## config.mk

```make
export PLATFORM = sky130hd
export DESIGN_NAME = spi_target_flat
export DESIGN_NICKNAME = d
export VERILOG_FILES = /design/src/core/spi_link_pkg.sv /design/src/core/spi_link_if.sv /design/src/core/pin_sync.sv /design/src/core/spi_target.sv /design/src/flat_wrapper.sv
export SDC_FILE = /design/constraint.sdc
export NUM_CORES = 1
export LEC_CHECK = 0
export ABC_AREA = 1
export BUFFER_PORTS_ARGS = -buffer_cell sky130_fd_sc_hd__buf_2
export CELL_PAD_IN_SITES_DETAIL_PLACEMENT = 0
export CELL_PAD_IN_SITES_GLOBAL_PLACEMENT = 1
export CORE_ASPECT_RATIO = 0.7
export CORE_MARGIN = 10
export CORE_UTILIZATION = 45
export CTS_CLUSTER_DIAMETER = 50
export DETAILED_ROUTE_END_ITERATION = 8
export PLACE_DENSITY_LB_ADDON = 0.3
export SLEW_MARGIN = 10
export SYNTH_ARGS = -nofsm -noshare
export SYNTH_HDL_FRONTEND = slang
export SYNTH_SLANG_ARGS = --single-unit
```

## constraint.sdc

```tcl
create_clock -name hclk -period 4.8 [get_ports hclk]
set_input_delay 0 -clock hclk [delete_from_list [all_inputs] [get_ports hclk]]
set_output_delay 0 -clock hclk [all_outputs]
set_load 0.005 [all_outputs]
```

## src/core/spi_link_pkg.sv

```systemverilog
// Constants, frame layout and check-code function shared by both link ends
//
// Behaviour
// - Check code polynomial x^5+x^4+x^2+1 in checked modes
// - Code over 19 bits plus seed 00111
// - Bad code sets frame error, drives fault
// - Frame error clears on next clean frame
// - Commands in bad frames have no effect
// - Select fall captures inputs, enables port
// - Sample on rising, shift on falling edge
// - Read/write indicator first, MSB first
// - Clock edges ignored while deselected
// - Host idles clock low: mode 0
// - First byte out is captured inputs 8..1
// - Direct write: second byte all zeros
// - Direct read: register in same frame
// - Chain strap low direct, high chain
// - Check strap high: 16 bits, unchecked
// - Chain mode decodes after select rises
// - Chain read answered in following frame
// - Non-multiple-of-8 clock count: discard, flag
// - Snapshot pin captures inputs across devices
// - Chain wiring: data passes device to device
// - Frame fields: rw, address, data, fill, code
package spi_link_pkg;

    ////////////////////////////////////////////////////////////////////////
    // Frame layout
    localparam int FRAME_LONG = 24;
    localparam int FRAME_SHORT = 16;
    localparam int CRC_W = 5;
    localparam int CRC_DATA_BITS = 19;
    localparam int ADDR_W = 7;
    localparam int BYTE_W = 8;
    localparam int BITCNT_W = 16;
    localparam logic [5:0] CRC_POLY = 6'h35;
    localparam logic [4:0] CRC_SEED = 5'h07;

    ////////////////////////////////////////////////////////////////////////
    // Host register map and fields
    localparam logic [7:0] CTRL_OFS = 8'h00;
    localparam logic [7:0] STAT_OFS = 8'h04;
    localparam logic [3:0] TX_PAGE = 4'h1;
    localparam logic [3:0] RX_PAGE = 4'h2;
    localparam int CTRL_START_BIT = 0;
    localparam int CTRL_CRC_BIT = 1;
    localparam int CTRL_CNT_LSB = 4;
    localparam logic [2:0] CTRL_RESET = 3'h0;

    ////////////////////////////////////////////////////////////////////////
    // Timing
    localparam int CLK_PERIOD_NS = 10;
    localparam int SCLK_HALF_NS = 40;
    localparam int SCLK_HALF_CYC = (SCLK_HALF_NS + CLK_PERIOD_NS - 1) / CLK_PERIOD_NS;

    // Long division of {data, seed}; remainder is the code
    function automatic logic [4:0] crc5(input logic [18:0] d);
        logic [23:0] m;
        m = {d, CRC_SEED};
        for (int i = 23; i >= 5; i--)
        begin
            if (m[i])
                m[i -: 6] = m[i -: 6] ^ CRC_POLY;
        end
        return m[4:0];
    endfunction

endpackage

```

## src/core/spi_link_if.sv

```systemverilog
// Four-wire serial link between host and target
`timescale 1ns/1ps
interface spi_link_if;
    logic sclk;
    logic cs_n;
    logic sdi;
    logic sdo;
    logic sdo_oe_n;

    modport host (output sclk, output cs_n, output sdi, input sdo);
    modport target (input sclk, input cs_n, input sdi, output sdo, output sdo_oe_n);
endinterface

```

## src/core/pin_sync.sv

```systemverilog
// Two-flop synchroniser for a vector of unrelated levels
`timescale 1ns/1ps
module pin_sync #(
    parameter int W = 1,
    parameter logic [W-1:0] RST_VAL = '0
) (
    // Clock and reset
    input logic clk,
    input logic rst_n,
    // Levels
    input logic [W-1:0] d,
    output logic [W-1:0] q
);
    logic [W-1:0] meta_r;

    // First stage feeds only the second
    always_ff @(posedge clk or negedge rst_n)
    begin
        if (!rst_n)
        begin
            meta_r <= RST_VAL;
            q <= RST_VAL;
        end
        else
        begin
            meta_r <= d;
            q <= meta_r;
        end
    end
endmodule

```

## src/core/spi_target.sv

```systemverilog
// Target end: input serializer port with check code and chaining
`timescale 1ns/1ps
module spi_target (
    // Clock and reset
    input logic hclk,
    input logic hresetn,
    // Link
    spi_link_if.target link,
    // Straps, snapshot and field side
    input logic crc_disable_strap,
    input logic chain_select_strap,
    input logic latch_n,
    input logic [7:0] field_input_states,
    input logic field_supply_low_flag,
    input logic field_supply_missing_flag,
    // Register file side
    output logic reg_wr,
    output logic reg_rd,
    output logic [6:0] reg_addr,
    output logic [7:0] reg_wdata,
    input logic [7:0] reg_rdata,
    // Fault side
    input logic frame_check_error_enable,
    input logic bit_count_error_clear,
    output logic frame_check_error_flag,
    output logic bit_count_error_flag,
    output logic fault_active
);
    logic [15:0] sync_q;
    logic latch_q, sdi_q, cs_q, sclk_q, crcdis_q, chain_q, vlow_q, vmiss_q;
    logic [7:0] field_q;
    logic sclk_d_r, cs_d_r, latch_d_r;
    logic sclk_rise, sclk_fall, cs_fall, cs_rise, snap_fall;
    logic crc_mode_r, chain_r;
    logic [spi_link_pkg::BITCNT_W-1:0] cnt_r;
    logic [23:0] rx_r, tx_r;
    logic [7:0] fld_r, snap_r, pend_r;
    logic [1:0] flags_r;
    logic snap_v_r, load2_r, load3_r, read_pend_r;
    logic reg_wr_r, reg_rd_r, fce_r, bce_r, fault_r;
    logic [6:0] reg_addr_r;
    logic [7:0] reg_wdata_r;
    logic [23:0] frm;
    logic [7:0] flen, cap_fld, byte2;
    logic crc_good, mult8, long_enough, exec;

    ////////////////////////////////////////////////////////////////////////
    // Pin synchronisers; select and snapshot rest high
    pin_sync #(.W(16), .RST_VAL(16'hA000)) u_sync (
        .clk(hclk),
        .rst_n(hresetn),
        .d({latch_n, link.sdi, link.cs_n, link.sclk, crc_disable_strap, chain_select_strap,
            field_supply_low_flag, field_supply_missing_flag, field_input_states}),
        .q(sync_q)
    );
    assign {latch_q, sdi_q, cs_q, sclk_q, crcdis_q, chain_q, vlow_q, vmiss_q, field_q} = sync_q;

    // Edge detect on the synchronised copies
    always_ff @(posedge hclk or negedge hresetn)
    begin
        if (!hresetn)
        begin
            sclk_d_r <= 1'b0;
            cs_d_r <= 1'b1;
            latch_d_r <= 1'b1;
        end
        else
        begin
            sclk_d_r <= sclk_q;
            cs_d_r <= cs_q;
            latch_d_r <= latch_q;
        end
    end
    assign sclk_rise = sclk_q & ~sclk_d_r & ~cs_q;
    assign sclk_fall = ~sclk_q & sclk_d_r & ~cs_q;
    assign cs_fall = ~cs_q & cs_d_r;
    assign cs_rise = cs_q & ~cs_d_r;
    assign snap_fall = ~latch_q & latch_d_r;

    ////////////////////////////////////////////////////////////////////////
    // Frame decode terms
    always_comb
    begin
        flen = crc_mode_r ? 8'(spi_link_pkg::FRAME_LONG) : 8'(spi_link_pkg::FRAME_SHORT);
        frm = crc_mode_r ? rx_r : {rx_r[15:0], 8'h00};
        crc_good = spi_link_pkg::crc5(frm[23:5]) == frm[4:0];
        mult8 = cnt_r[2:0] == 3'h0;
        long_enough = (cnt_r != '0) && (cnt_r >= spi_link_pkg::BITCNT_W'(flen));
        exec = cs_rise && mult8 && long_enough && (!crc_mode_r || crc_good);
        cap_fld = snap_v_r ? snap_r : field_q;
        byte2 = chain_q ? pend_r : 8'h00;
    end

    ////////////////////////////////////////////////////////////////////////
    // Straps are taken per frame, at select fall
    always_ff @(posedge hclk or negedge hresetn)
    begin
        if (!hresetn)
        begin
            crc_mode_r <= 1'b1;
            chain_r <= 1'b0;
            fld_r <= 8'h00;
            flags_r <= 2'h0;
        end
        else if (cs_fall)
        begin
            crc_mode_r <= ~crcdis_q;
            chain_r <= chain_q;
            fld_r <= cap_fld;
            flags_r <= {vlow_q, vmiss_q};
        end
    end

    // Snapshot held until the next frame consumes it
    always_ff @(posedge hclk or negedge hresetn)
    begin
        if (!hresetn)
        begin
            snap_r <= 8'h00;
            snap_v_r <= 1'b0;
        end
        else if (snap_fall)
        begin
            snap_r <= field_q;
            snap_v_r <= 1'b1;
        end
        else if (cs_fall)
            snap_v_r <= 1'b0;
    end

    // Clock pulse count; wraps at a multiple of 8 so the test survives
    always_ff @(posedge hclk or negedge hresetn)
    begin
        if (!hresetn)
            cnt_r <= '0;
        else if (cs_fall)
            cnt_r <= '0;
        else if (sclk_rise)
            cnt_r <= cnt_r + 1'b1;
    end

    // Receive shifter, rising edges only
    always_ff @(posedge hclk or negedge hresetn)
    begin
        if (!hresetn)
            rx_r <= 24'h000000;
        else if (sclk_rise)
            rx_r <= {rx_r[22:0], sdi_q};
    end

    ////////////////////////////////////////////////////////////////////////
    // Direct read: address known after 8 bits, data patched in before bit 8 leaves
    always_ff @(posedge hclk or negedge hresetn)
    begin
        if (!hresetn)
        begin
            load2_r <= 1'b0;
            load3_r <= 1'b0;
        end
        else
        begin
            load2_r <= sclk_rise && (cnt_r == 16'h0007) && !chain_r;
            load3_r <= load2_r && !rx_r[7];
        end
    end

    // Transmit shifter doubles as the one-frame delay line in chain mode
    always_ff @(posedge hclk or negedge hresetn)
    begin
        if (!hresetn)
            tx_r <= 24'h000000;
        else if (cs_fall)
        begin
            if (!crcdis_q)
                tx_r <= {cap_fld, byte2, vlow_q, vmiss_q, 1'b0,
                         spi_link_pkg::crc5({cap_fld, byte2, vlow_q, vmiss_q, 1'b0})};
            else
                tx_r <= {cap_fld, byte2, 8'h00};
        end
        else if (load3_r)
        begin
            // Seven shifts done: byte 2 now at 22:15, code at 11:7
            tx_r[22:15] <= reg_rdata;
            tx_r[11:7] <= spi_link_pkg::crc5({fld_r, reg_rdata, flags_r, 1'b0});
        end
        else if (sclk_fall)
            tx_r <= crc_mode_r ? {tx_r[22:0], rx_r[0]} : {tx_r[22:8], rx_r[0], 8'h00};
    end
    assign link.sdo = tx_r[23];
    assign link.sdo_oe_n = cs_d_r;

    ////////////////////////////////////////////////////////////////////////
    // Command execution at select rise
    always_ff @(posedge hclk or negedge hresetn)
    begin
        if (!hresetn)
        begin
            reg_wr_r <= 1'b0;
            reg_rd_r <= 1'b0;
            reg_addr_r <= 7'h00;
            reg_wdata_r <= 8'h00;
        end
        else
        begin
            reg_wr_r <= exec && frm[23];
            reg_rd_r <= exec && !frm[23];
            if (exec)
                reg_addr_r <= frm[22:16];
            else if (load2_r && !rx_r[7])
                reg_addr_r <= rx_r[6:0];
            if (exec && frm[23])
                reg_wdata_r <= frm[15:8];
        end
    end

    // Chain read data waits for the next frame; anything else leaves zeros
    always_ff @(posedge hclk or negedge hresetn)
    begin
        if (!hresetn)
        begin
            pend_r <= 8'h00;
            read_pend_r <= 1'b0;
        end
        else
        begin
            read_pend_r <= exec && !frm[23] && chain_r;
            if (read_pend_r)
                pend_r <= reg_rdata;
            else if (cs_rise)
                pend_r <= 8'h00;
        end
    end

    ////////////////////////////////////////////////////////////////////////
    // Fault flags; the frame error follows each checked frame, never latched
    always_ff @(posedge hclk or negedge hresetn)
    begin
        if (!hresetn)
        begin
            fce_r <= 1'b0;
            bce_r <= 1'b0;
            fault_r <= 1'b0;
        end
        else
        begin
            if (cs_rise && mult8 && long_enough && crc_mode_r)
                fce_r <= !crc_good;
            if (cs_rise && !mult8)
                bce_r <= 1'b1;
            else if (bit_count_error_clear)
                bce_r <= 1'b0;
            fault_r <= fce_r && frame_check_error_enable;
        end
    end

    assign reg_wr = reg_wr_r;
    assign reg_rd = reg_rd_r;
    assign reg_addr = reg_addr_r;
    assign reg_wdata = reg_wdata_r;
    assign frame_check_error_flag = fce_r;
    assign bit_count_error_flag = bce_r;
    assign fault_active = fault_r;
endmodule

```

## src/flat_wrapper.sv

```systemverilog
// flat-port wrapper written by rule: the top's interface ports become plain ports
module spi_target_flat 
  (hclk, hresetn, crc_disable_strap, chain_select_strap, latch_n, field_input_states, field_supply_low_flag, field_supply_missing_flag, reg_wr, reg_rd, reg_addr, reg_wdata, reg_rdata, frame_check_error_enable, bit_count_error_clear, frame_check_error_flag, bit_count_error_flag, fault_active, link_sclk, link_cs_n, link_sdi, link_sdo, link_sdo_oe_n);
  spi_link_if link_i ();
  input logic hclk;
  input logic hresetn;
  input logic crc_disable_strap;
  input logic chain_select_strap;
  input logic latch_n;
  input logic [7:0] field_input_states;
  input logic field_supply_low_flag;
  input logic field_supply_missing_flag;
  output logic reg_wr;
  output logic reg_rd;
  output logic [6:0] reg_addr;
  output logic [7:0] reg_wdata;
  input logic [7:0] reg_rdata;
  input logic frame_check_error_enable;
  input logic bit_count_error_clear;
  output logic frame_check_error_flag;
  output logic bit_count_error_flag;
  output logic fault_active;
  input wire logic [$bits(link_i.sclk)-1:0] link_sclk;
  input wire logic [$bits(link_i.cs_n)-1:0] link_cs_n;
  input wire logic [$bits(link_i.sdi)-1:0] link_sdi;
  output wire logic [$bits(link_i.sdo)-1:0] link_sdo;
  output wire logic [$bits(link_i.sdo_oe_n)-1:0] link_sdo_oe_n;
  assign link_i.sclk = link_sclk;
  assign link_i.cs_n = link_cs_n;
  assign link_i.sdi = link_sdi;
  assign link_sdo = link_i.sdo;
  assign link_sdo_oe_n = link_i.sdo_oe_n;
  spi_target u_core (.hclk(hclk), .hresetn(hresetn), .link(link_i), .crc_disable_strap(crc_disable_strap), .chain_select_strap(chain_select_strap), .latch_n(latch_n), .field_input_states(field_input_states), .field_supply_low_flag(field_supply_low_flag), .field_supply_missing_flag(field_supply_missing_flag), .reg_wr(reg_wr), .reg_rd(reg_rd), .reg_addr(reg_addr), .reg_wdata(reg_wdata), .reg_rdata(reg_rdata), .frame_check_error_enable(frame_check_error_enable), .bit_count_error_clear(bit_count_error_clear), .frame_check_error_flag(frame_check_error_flag), .bit_count_error_flag(bit_count_error_flag), .fault_active(fault_active));
endmodule
```

### Yosys cells after proc, flatten, opt, wreduce, memory -nomap -nowiden

Cells that the tools add are included.

* $lt $le $gt $ge: 1
* shifts and indexed selects: 0
* bitwise gates (word level): 70
* multiplexer cells: 152
* $mul: 0
* div/mod/pow operators: 0
* equal/unequal tests: 3
* reduce and logical (&&, ||, !) cells: 30
* add/sub/neg operators: 1

Operator list (count)
* two-way mux 5 bit: 130
* NOT 3 bit: 57
* two-way mux 24 bit: 3
* two-way mux 8 bit: 6
* two-way mux 16 bit: 2
* two-way mux 7 bit: 3
* adder 16 x 1 -> 16 bit (second input constant): 1
* == test 16 x 3 -> 1 bit (second input constant): 1
* greater-or-equal comparator 16 x 8 -> 1 bit: 1
* nonzero test 16 bit: 1
* logical AND 1 bit: 13
* nonzero test 2 bit: 6
* two-way mux 9 bit: 1
* bitwise AND 1 bit: 7
* logical NOT 1 bit: 6
* NOT 1 bit: 6
* == test 5 bit: 1
* two-way mux 1 bit: 5
* two-way mux 4 bit: 1
* logical NOT 3 bit: 1
* two-way mux 3 bit: 1
* nonzero test 3 bit: 1
* != test 2 x 1 -> 1 bit (second input constant): 1
* AND reduction 2 bit: 1
* logical OR 1 bit: 1

* register bits after elaboration: 151
* memories: 0
* memory bits (writable): 0
* input bits: 28
* latch bits: 0
* ROM bits: 0
* word-level logic and storage cells: 283
* output and inout bits: 22

### Logic depth before layout (Yosys ltp)

Gate-level depths: netlist (run 1).

* word-level depth: 77
* depth in mapped cells: 36
* gate-level depth less buffers: 34

### Cells and area by module

A second synthesis (run 1) with hierarchy kept.

* cells, all modules: 1101
* area total of the unflattened synthesis: 8443.1 um^2

Modules (own cells, without submodules)
* spi_target: times used 1, cells each 1069, area an instance 7637.3 um^2, sequential area each 2981.6 um^2
* pin_sync: times used 1, cells each 32, area an instance 805.8 um^2, sequential area each 805.8 um^2

### Worst setup path before layout (run 1)

Ideal clock, no wire load.

* path kind: reg-to-reg
* start: reg u_core.crc_mode_r
* end: reg u_core.reg_addr_r[0] (netlist: u_core.reg_addr[0])
* buffers on the path: 3
* arrival: 3.341 ns
* library setup time: 0.125 ns
* data required time: 4.675 ns
* period minus slack after synthesis: 3.466 ns
* cell stages (with the launch flop): 30
* setup slack: 1.334 ns
* path through: dfstp_2 > buf_6 > buf_4 > nand2_2 > nand2_1 > nand2_1 > nand2_1 > xor2_1 > nand2_1 > nand2_1 > nand2_1 > nand2_1 > nand2_1 > nand2_1 > nand3_1 > nand2_1 > nand2_2 > nand2_4 > nand2_1 > nand2_2 > nand3_1 > nand3_1 > nand2_1 > nor2_2 > nand3_2 > o21bai_4 > nand2_2 > buf_2 > nand3_1 > nand3_1

* longest elaborated chain between the ends: 32
* elaborated cells between the ends (all ways): 49
* classes of those cells: 1 x order compare; 1 x eq/ne; 22 x mux; 19 x bitwise; 6 x reduce/logical

RTL lines
* from (decl): RTL line spi_target.sv:34 `logic crc_mode_r, chain_r;`
* from (signal assigned): RTL line spi_target.sv:107 `crc_mode_r <= ~crcdis_q;`
* two-way mux 24 bit: RTL line spi_target.sv:85 `frm = crc_mode_r ? rx_r : {rx_r[15:0], 8'h00};`
* NOT 3 bit (no line) / two-way mux 5 bit (equally long branches)
* two-way mux 5 bit / NOT 3 bit (equally long branches)
* two-way mux 5 bit: RTL line spi_link_pkg.sv:62 `if (m[i])`
* NOT 3 bit (no line) / two-way mux 5 bit (equally long branches)
* two-way mux 5 bit / NOT 3 bit (equally long branches)
* two-way mux 5 bit: RTL line spi_link_pkg.sv:62
* two-way mux 5 bit / NOT 3 bit (equally long branches)
* [... 16 more ...]
* two-way mux 5 bit: RTL line spi_link_pkg.sv:62
* NOT 3 bit (no line) / two-way mux 5 bit (equally long branches)
* two-way mux 5 bit / NOT 3 bit (equally long branches)
* two-way mux 5 bit: RTL line spi_link_pkg.sv:62
* == test 5 bit: RTL line spi_target.sv:86 `crc_good = spi_link_pkg::crc5(frm[23:5]) == frm[4:0];`
* logical OR 1 bit: RTL line spi_target.sv:89 `exec = cs_rise && mult8 && long_enough && (!crc_mode_r || crc_good);`
* logical AND 1 bit: RTL line spi_target.sv:89
* two-way mux 7 bit / nonzero test 2 bit (equally long branches)
* to (signal assigned): RTL line spi_target.sv:208 `reg_addr_r <= frm[22:16];`
* to (signal assigned): RTL line spi_target.sv:210 `reg_addr_r <= rx_r[6:0];`
* to (decl): RTL line spi_target.sv:41 `logic [6:0] reg_addr_r;`

Several ways; a longest one is shown, not always the timed one.
A chain may end at the register's enable or synchronous reset.

### Worst setup path in the final report (run 1)

* start: reg u_core.crc_mode_r
* end: reg u_core.reg_addr_r[5] (netlist: u_core.reg_addr[5])

Same word-level chain as after synthesis.

==> summary.md, run 1 <==
| Metric | Value |
|---|---|
| Setup violators final | `0` |
| Largest stage delay, worst path | `650 ps` |
| DP HPWL | `16.5 mm` |
| Clock Latency Late Sink | `430 ps` |
| Compound-Gate Fraction of Synth Area | `0.0882` |
| Worst-path clk slew | `70 ps` |
| Syn Area/Cell | `7.15 µm²` |
| Pin count of the biggest net entering global routing | `108` |
| Final Hold Vio Count | `0` |
| Die area | `0.0255 mm²` |
| Routed Wire Length | `22.4 mm` |
| Clock skew | `6.90 ps` |
| Most frequent cells in the layout | `nand2_1 (439), inv_1 (153), nand3_1 (151)` |
| CP Launch Type | `flip-flop` |
| Global-route wire length before repair | `37.1 mm` |
| CTS Buffer Depth | `2` |
| Top delay family on crit path | `simple AND/OR/NAND/NOR gates` |
| Total Routing Usage GR | `0.179` |
| Critical path's slowest cell | `dfstp_2` |
| Final GP Congestion | `0.895` |
| Vias in the first global route | `7001` |
| Post-Synth Adder-Cell Area | `0.00430` |
| Mapped Cells | `1221` |
| RSZ-0062 raised after global routing | `false` |
| Crit path capture type | `flip-flop` |
| Crit Path Class | `reg -> reg` |
| Final period util | `0.901` |
| First-pass DRT Iterations | `6` |
| Row cnt | `42` |
| Post-Syn Area | `0.00874 mm²` |
| Maxcap violations | `0` |
| Number of top-level pins | `50` |
| Share of cells above drive strength 1 | `0.105` |
| Distinct cells, synth | `40` |
| CTS tree | `done` |
| CP arrival | `4640 ps` |
| Post-place instance area | `0.00923 mm²` |
| Initial antenna violation count | `0` |
| Setup TNS | `0 ps` |
| #FFs+latches synth | `151` |
| Total grt overflow | `0` |
| Wire per inst | `14.3 µm` |
| R2R setup slack | `480 ps` |
| Final Instance Area | `0.0101 mm²` |
| Initial Utilization | `0.460` |
| Hold Crit Class | `in -> reg` |
| Htree depth | `4` |
| Worst-Margin Slew | `961 ps` |
| Top post-synthesis cells by area | `dfrtp_1 (41%), nand2_1 (19%), nand3_1 (8.7%)` |
| Post-Synth Simple-Gate Area | `0.343` |
| Post-synthesis mux area share | `0` |
| Clock Sinks | `151` |
| Slew headroom | `0.359` |
| Req. time, crit path | `5120 ps` |
| Status | `finished, final reports clean` |
| Vias | `7867` |
| # DRC | `0` |
| Post-CTS resize count | `0` |
| Pre-CTS WS | `569 ps` |
| Die span in x | `187 µm` |
| Vias per Instance | `5.01` |
| Die Y | `137 µm` |
| IO Port Bufs | `49` |
| ANT cells | `0` |
| Fin nets | `1325` |
| Slew Limit Fails | `0` |
| Sequential fraction of the synthesis area | `0.434` |
| Largest family of logic cells by synthesized area | `simple AND/OR/NAND/NOR gates` |
| Setup WS post-layout | `476 ps` |
| Crit-path max FO | `32` |
| Yosys warns | `0` |
| F_max | `231 MHz` |
| Iter 0 DRT Violations | `950` |
| Buf+Inv Stages, Crit Path | `1` |
| CTS Buf Count | `17` |
| Post-Syn Nets | `1252` |
| Layout area overhead | `15.5%` |
| Post-layout min period | `4320 ps` |
| Core region area | `0.0190 mm²` |
| Detail Route Antenna Nets | `0` |
| Commonest non-fill, non-tap cell in the layout | `nand2_1` |
| Root buf cell | `clkbuf_16` |
| Cell taking the most area after synthesis | `dfrtp_1` |
| Most used cell, CP | `nand2_1` |
| Synth top area share | `0.412` |
| Synth Area in XOR/XNOR | `0.0468` |
area by class of cell:
cell class,count,area [µm²]
clock inverter,14,149
sequential,151,3790
timing repair buffer,82,567
clock buffer,18,439
fill,1829,8880
multi-input combinational,882,4220
tap,264,330
inverter,160,601
timing repair:
item	4_1_cts	5_1_grt
setup endpoints to repair	0	0
hold endpoints to repair	128	0
setup buffers	0	0
hold buffers	27	0
per-layer routing:
metal / share of wire / track usage / vias to the layer above
met5: 0 / 0 / -
met4: 0.0096 / 0.0424 / 0
met3: 0.054 / 0.0399 / 18
met1: 0.57 / 0.288 / 3658
li1: - / - / 4025
met2: 0.37 / 0.228 / 166
cell usage after synthesis (all sizes together):
| master | instances |
|---|---|
| a21oi | 27 |
| nor4 | 6 |
| xnor3 | 3 |
| dfrtp | 144 |
| o211ai | 9 |
| a22oi | 1 |
| a211oi | 4 |
| dfstp | 7 |
| inv | 157 |
| a31oi | 12 |
| xor2 | 30 |
| or2 | 3 |
| ha | 3 |
| xnor2 | 9 |
| nand3 | 156 |
| nand4 | 4 |
| nand3b | 4 |
| o21bai | 1 |
| clkbuf | 20 |
| nor3 | 14 |
| nor2 | 47 |
| buf | 8 |
| nand2 | 463 |
| o21ai | 85 |
| o31ai | 1 |
| clkinv | 3 |
flip-flops by register name, summed over array words and instances (netlist names), 2 cells and up:
signal	count
u_core.tx_r	24
u_core.pend_r	8
u_core.u_sync.meta_r	16
u_core.cnt_r	16
u_core.fld_r	8
u_core.reg_wdata	8
u_core.reg_addr	7
u_core.rx_r	24
u_core.u_sync.q	16
u_core.snap_r	8
u_core.flags_r	2
through the flow:
step | hold WS [ps] | util | instances
2_1_floorplan | -296 | - | 1221
3_3_place_gp | 106 | 0.487 | 1512
3_5_place_dp | 110 | 0.487 | 1512
4_1_cts | 190 | 0.532 | 1571
5_1_grt | 204 | 0.532 | 1571
6_report | 206 | 0.532 | 1571
worst paths after layout:
path | from | endpoint | depth (start not counted)
hold / removal | link_sdi | u_core.u_sync.meta_r[14] | 2
setup / recovery | u_core.crc_mode_r | u_core.reg_addr[5] | 28
min in group asynchronous | hresetn | u_core.u_sync.q[5] | 2
setup reg to reg | u_core.crc_mode_r | u_core.reg_addr[5] | 28
max in group asynchronous | hresetn | u_core.crc_mode_r | 3
hold reg to reg | u_core.u_sync.meta_r[2] | u_core.u_sync.q[2] | 0
cell families after synthesis:
group / Yosys count
AND/OR/NAND/NOR: 697
buffers and inverters: 188
flip-flops: 151
AO/OA/AOI/OAI: 140
XOR/XNOR: 42
adder cells (fa/ha/maj): 3
worst register-to-register path: cells and delay by family (launching register included):
| family | cells | cell delay, ps |
|---|---|---|
| compound gates | 1 | 290 |
| simple gates | 26 | 2940 |
| buf+inv | 1 | 350 |
| flops | 1 | 650 |
Power of run 1 is left out: the tool's default activity adds up to more than one toggle a clock period on the data nets, which glitch-free logic cannot reach.
==> run 2, diff against run 1 <==
--- a/config.mk
+++ b/config.mk
@@ -11,7 +11,7 @@
 export CELL_PAD_IN_SITES_GLOBAL_PLACEMENT = 1
 export CORE_ASPECT_RATIO = 0.7
 export CORE_MARGIN = 10
-export CORE_UTILIZATION = 45
+export CORE_UTILIZATION = 42
 export CTS_CLUSTER_DIAMETER = 50
 export DETAILED_ROUTE_END_ITERATION = 8
 export PLACE_DENSITY_LB_ADDON = 0.3
==> summary.md, run 2 (synthesized netlist as in run 1, its figures left out) <==
| Metric | Value |
|---|---|
| First-pass DRT Iterations | `8 (+2)` |
| Setup TNS | `0 ps (unchanged)` |
| CP arrival | `4560 ps (-80 ps)` |
| Final Hold Vio Count | `0 (unchanged)` |
| Core region area | `0.0206 mm² (+8.5%)` |
| Final GP Congestion | `0.868 (-3.1%)` |
| Total Routing Usage GR | `0.174 (-0.00473)` |
| CTS tree | `done` |
| Iter 0 DRT Violations | `655 (-31%)` |
| IO Port Bufs | `49 (unchanged)` |
| Layout fillers | `2054 (+12%)` |
| Root buf cell | `clkbuf_16` |
| Htree depth | `4 (unchanged)` |
| Req. time, crit path | `5100 ps (-20 ps)` |
| Crit path capture type | `flip-flop` |
| Hold EP | `u_core.u_sync.meta_r[14]` |
| Critical Path Stages | `30 (+7.1%)` |
| # DRC | `0 (unchanged)` |
| Most frequent cells in the layout | `nand2_1 (439), inv_1 (153), nand3_1 (151)` |
| Slew Limit Fails | `0 (unchanged)` |
| Clock Latency Late Sink | `430 ps (about the same)` |
| Crit Path Class | `reg -> reg` |
| Worst-path clk slew | `60 ps (about the same)` |
| Row cnt | `44 (+4.8%)` |
| Biggest regs | `u_core.rx_r: 24 flops, u_core.tx_r: 24 flops` |
| Routed Wire Length | `22.6 mm (+0.83%)` |
| Layout area overhead | `15.8%` |
| Die Y | `141 µm (+3.0%)` |
| Worst-Margin Slew | `967 ps (+6.25 ps)` |
| Global-route wire length before repair | `38.3 mm (+3.2%)` |
| Clock skew | `12.2 ps (+5.25 ps)` |
| CP Launch Type | `flip-flop` |
| Post-layout min period | `4270 ps (-56.3 ps)` |
| Die area | `0.0271 mm² (+6.2%)` |
| Vias per Instance | `4.90 (-2.1%)` |
| Largest stage delay, worst path | `530 ps (-120 ps)` |
| Final period util | `0.889 (-0.0117)` |
| Detail Route Antenna Nets | `0 (unchanged)` |
| Top delay family on crit path | `simple AND/OR/NAND/NOR gates` |
| Status | `finished, final reports clean` |
| Clock Sinks | `151 (unchanged)` |
| Hold Crit Class | `in -> reg` |
| Maxcap violations | `0 (unchanged)` |
| R2R setup slack | `530 ps (+60 ps)` |
| CP startpoint | `u_core.crc_mode_r` |
| Slew headroom | `0.355 (-0.00416)` |
| Vias in the first global route | `7262 (+3.7%)` |
| DP HPWL | `16.9 mm (+2.4%)` |
| R2R cell count | `30 (+7.1%)` |
| ANT cells | `0 (unchanged)` |
| Critical path's slowest cell | `dfstp_2` |
| Hold Path Depth | `2 (unchanged)` |
| Die span in x | `192 µm (+3.1%)` |
| Reg area | `0.00379 mm² (unchanged)` |
| Hold Startpoint | `link_sdi` |
| Initial antenna violation count | `0 (unchanged)` |
| Most used cell, CP | `nand2_1` |
| Wire per inst | `14.2 µm (-0.25%)` |
| CTS Buffer Depth | `2 (unchanged)` |
| Total grt overflow | `0 (unchanged)` |
| RR Startpoint | `u_core.crc_mode_r` |
| Multi-input gate area | `0.00422 mm² (+0.12%)` |
| RSZ-0062 raised after global routing | `false` |
| Crit-path max FO | `27 (-16%)` |
| Share of cells above drive strength 1 | `0.105 (+0.000363)` |
| Buf+Inv Stages, Crit Path | `3 (+2)` |
| CTS Buf Count | `17 (unchanged)` |
| Setup violators final | `0 (unchanged)` |
| Vias | `7788 (-1.0%)` |
| Reg2Reg Capture Point | `u_core.reg_wdata[7]` |
| Number of top-level pins | `50 (unchanged)` |
| Pin count of the biggest net entering global routing | `107 (-0.93%)` |
| Hold_ws | `207 ps (+0.689 ps)` |
| Fin nets | `1330 (+0.38%)` |
| Initial Utilization | `0.424 (-0.0362)` |
| F_max | `234 MHz (+1.3%)` |
| Commonest non-fill, non-tap cell in the layout | `nand2_1` |
==> run 2: how the worst max path moves through the flow <==
stage	end	slack, ps
after floorplan	u_core.reg_addr[0]	1330
after global placement	u_core.reg_addr[6]	610
after detailed placement	u_core.reg_addr[1]	480
after CTS	u_core.reg_addr[1]	460
after global routing	u_core.tx_r[4]	5
final	u_core.reg_wdata[7]	530
==> run 2: stage by stage <==
stage	setup slack (ps)	cell area (µm²)	std cells	utilization
floorplan	1330	8740	1221	-
global placement	610	9260	1526	0.450
detailed placement	483	9260	1526	0.450
CTS	463	10100	1585	0.490
global route	4.54	10100	1588	0.491
finish	532	10100	1588	0.491
==> run 2: layout make-up <==
cell class | instances | share of cell area
Timing Repair Buffer | 87 | 0.0598
Inverter | 160 | 0.0594
Sequential cell | 151 | 0.374
Clock inverter | 10 | 0.00977
Tap cell | 276 | 0.0341
Clock buffer | 22 | 0.0449
Multi-Input combinational cell | 882 | 0.418
==> run 2: what timing repair did <==
| item | in CTS | in global routing |
|---|---|---|
| hold endpoints to repair | 128 | 0 |
| buffers inserted | 0 | 3 |
| hold buffers | 27 | 0 |
| gates resized for setup | 0 | 1 |
| endpoints found under the setup margin | 0 | 10 |
==> run 2: metal layers <==
metal	wire length [µm]	vias up	global-route usage
li1	-	4055	-
met1	12700	3539	0.280
met2	8500	177	0.224
met3	1170	17	0.0355
met4	225	0	0.0439
met5	0	-	0
Power of run 2 is left out for the same reason.
==> run 3, diff against run 2 <==
--- a/config.mk
+++ b/config.mk
@@ -10,7 +10,7 @@
 export CELL_PAD_IN_SITES_DETAIL_PLACEMENT = 0
 export CELL_PAD_IN_SITES_GLOBAL_PLACEMENT = 1
 export CORE_ASPECT_RATIO = 0.7
-export CORE_MARGIN = 10
+export CORE_MARGIN = 2
 export CORE_UTILIZATION = 42
 export CTS_CLUSTER_DIAMETER = 50
 export DETAILED_ROUTE_END_ITERATION = 8
==> summary.md, run 3 (synthesized netlist as in run 1, its figures left out) <==
| Metric | Value |
|---|---|
| Status | `finished, final reports clean` |
| Final period util | `0.899 (+0.0103)` |
| Critical path's slowest cell | `dfstp_2` |
| Iter 0 DRT Violations | `729 (+11%)` |
| Post-layout min period | `4320 ps (+49.4 ps)` |
| CTS Buffer Depth | `2 (unchanged)` |
| Most frequent cells in the layout | `nand2_1 (439), inv_1 (153), nand3_1 (151)` |
| Slew Limit Fails | `0 (unchanged)` |
| DP HPWL | `16.2 mm (-4.1%)` |
| Die Y | `125 µm (-11%)` |
| Clock Sinks | `151 (unchanged)` |
| Maxcap violations | `0 (unchanged)` |
| CTS Buf Count | `17 (unchanged)` |
| Vias | `7840 (+0.67%)` |
| Layout area overhead | `16.2%` |
| Final Hold Vio Count | `0 (unchanged)` |
| Row cnt | `44 (unchanged)` |
| Vias in the first global route | `6931 (-4.6%)` |
| Initial Utilization | `0.424 (unchanged)` |
| Global-route wire length before repair | `36.6 mm (-4.4%)` |
| Biggest regs | `u_core.rx_r: 24 flops, u_core.tx_r: 24 flops` |
| Number of top-level pins | `50 (unchanged)` |
| Commonest non-fill, non-tap cell in the layout | `nand2_1` |
| Core region area | `0.0206 mm² (unchanged)` |
| F_max | `232 MHz (-1.1%)` |
| Htree depth | `4 (unchanged)` |
| Clock skew | `13.2 ps (+1.09 ps)` |
| CP Launch Type | `flip-flop` |
| Final GP Congestion | `0.839 (-3.3%)` |
| First-pass DRT Iterations | `6 (-2)` |
| Total grt overflow | `0 (unchanged)` |
| Fin nets | `1327 (-0.23%)` |
| Initial antenna violation count | `0 (unchanged)` |
| Clock Latency Late Sink | `430 ps (about the same)` |
| CP arrival | `4670 ps (+110 ps)` |
| Routed Wire Length | `22.2 mm (-1.6%)` |
| ANT cells | `0 (unchanged)` |
| Worst-path clk slew | `70 ps (about the same)` |
| Crit path capture type | `flip-flop` |
| RSZ-0062 raised after global routing | `false` |
| Slew headroom | `0.0748 (-0.280)` |
| Setup violators final | `0 (unchanged)` |
| Hold Crit Class | `in -> reg` |
| Vias per Instance | `4.95 (+0.86%)` |
| Crit Path Class | `reg -> reg` |
| Setup TNS | `0 ps (unchanged)` |
| CTS tree | `done` |
| Total Routing Usage GR | `0.210 (+0.0364)` |
| # DRC | `0 (unchanged)` |
| Crit-path max FO | `29 (+7.4%)` |
| Share of cells above drive strength 1 | `0.106 (+0.00101)` |
| IO Port Bufs | `49 (unchanged)` |
| R2R setup slack | `480 ps (-50 ps)` |
| Wire per inst | `14.0 µm (-1.4%)` |
| Most used cell, CP | `nand2_1` |
| Die span in x | `176 µm (-8.3%)` |
| Pin count of the biggest net entering global routing | `111 (+3.7%)` |
| Die area | `0.0220 mm² (-19%)` |
| Req. time, crit path | `5150 ps (+50 ps)` |
| Root buf cell | `clkbuf_16` |
| Detail Route Antenna Nets | `0 (unchanged)` |
| Worst-Margin Slew | `1380 ps (+409 ps)` |
| Largest stage delay, worst path | `680 ps (+150 ps)` |
| Layout fillers | `2024 (-1.5%)` |
run 3: worst max-delay path: cells and delay by family, from the launching register on:
kind / cells / cell delay (ps)
flops: 1 / 680
compound gates: 2 / 400
simple gates: 24 / 2810
buf+inv: 2 / 360
run 3: final timing paths:
check | start | endpoint | cells after the start
min in group asynchronous | hresetn | u_core.snap_v_r | 2
setup / recovery | u_core.crc_mode_r | u_core.reg_wdata[2] | 28
hold / removal | field_input_states[3] | u_core.u_sync.meta_r[3] | 2
max in group asynchronous | hresetn | u_core.crc_mode_r | 3
hold reg to reg | u_core.u_sync.meta_r[10] | u_core.u_sync.q[10] | 0
setup reg to reg | u_core.crc_mode_r | u_core.reg_wdata[2] | 28
run 3: layer usage:
metal	vias to the layer above	GRT usage	part of all wire
met5	-	0	0
met4	0	0.0394	0.0063
met3	14	0.0424	0.058
met2	202	0.265	0.37
met1	3587	0.358	0.56
li1	4037	-	-
run 3: area by class of cell:
class                           count  area (µm²)  share of cell area
Clock buffer                       18         439              0.0433
Clock inverter                     14         149              0.0147
Inverter                          160         601              0.0591
Multi-Input combinational cell    883        4230               0.417
Sequential cell                   151        3790               0.373
Tap cell                          276         345              0.0340
Timing Repair Buffer               83         599              0.0590
run 3: per-stage QoR:
| step | util | setup WS [ps] | hold slack, ps | instances | cell area, µm² |
|---|---|---|---|---|---|
| 6_report | 0.493 | 483 | 216 | 1585 | 10200 |
| 3_5_place_dp | 0.449 | 490 | 110 | 1523 | 9250 |
| 3_3_place_gp | 0.449 | 536 | 108 | 1523 | 9250 |
| 4_1_cts | 0.491 | 439 | 195 | 1582 | 10100 |
| 2_1_floorplan | - | 1330 | -296 | 1221 | 8740 |
| 5_1_grt | 0.493 | 27.2 | 203 | 1585 | 10200 |
run 3: repair_timing:
item | CTS | global route
hold buffers | 27 | 0
resized for setup | 0 | 1
endpoints found under the setup margin | 0 | 14
buffers inserted | 0 | 2
hold endpoints to repair | 132 | 0
Power of run 3 is left out for the same reason.
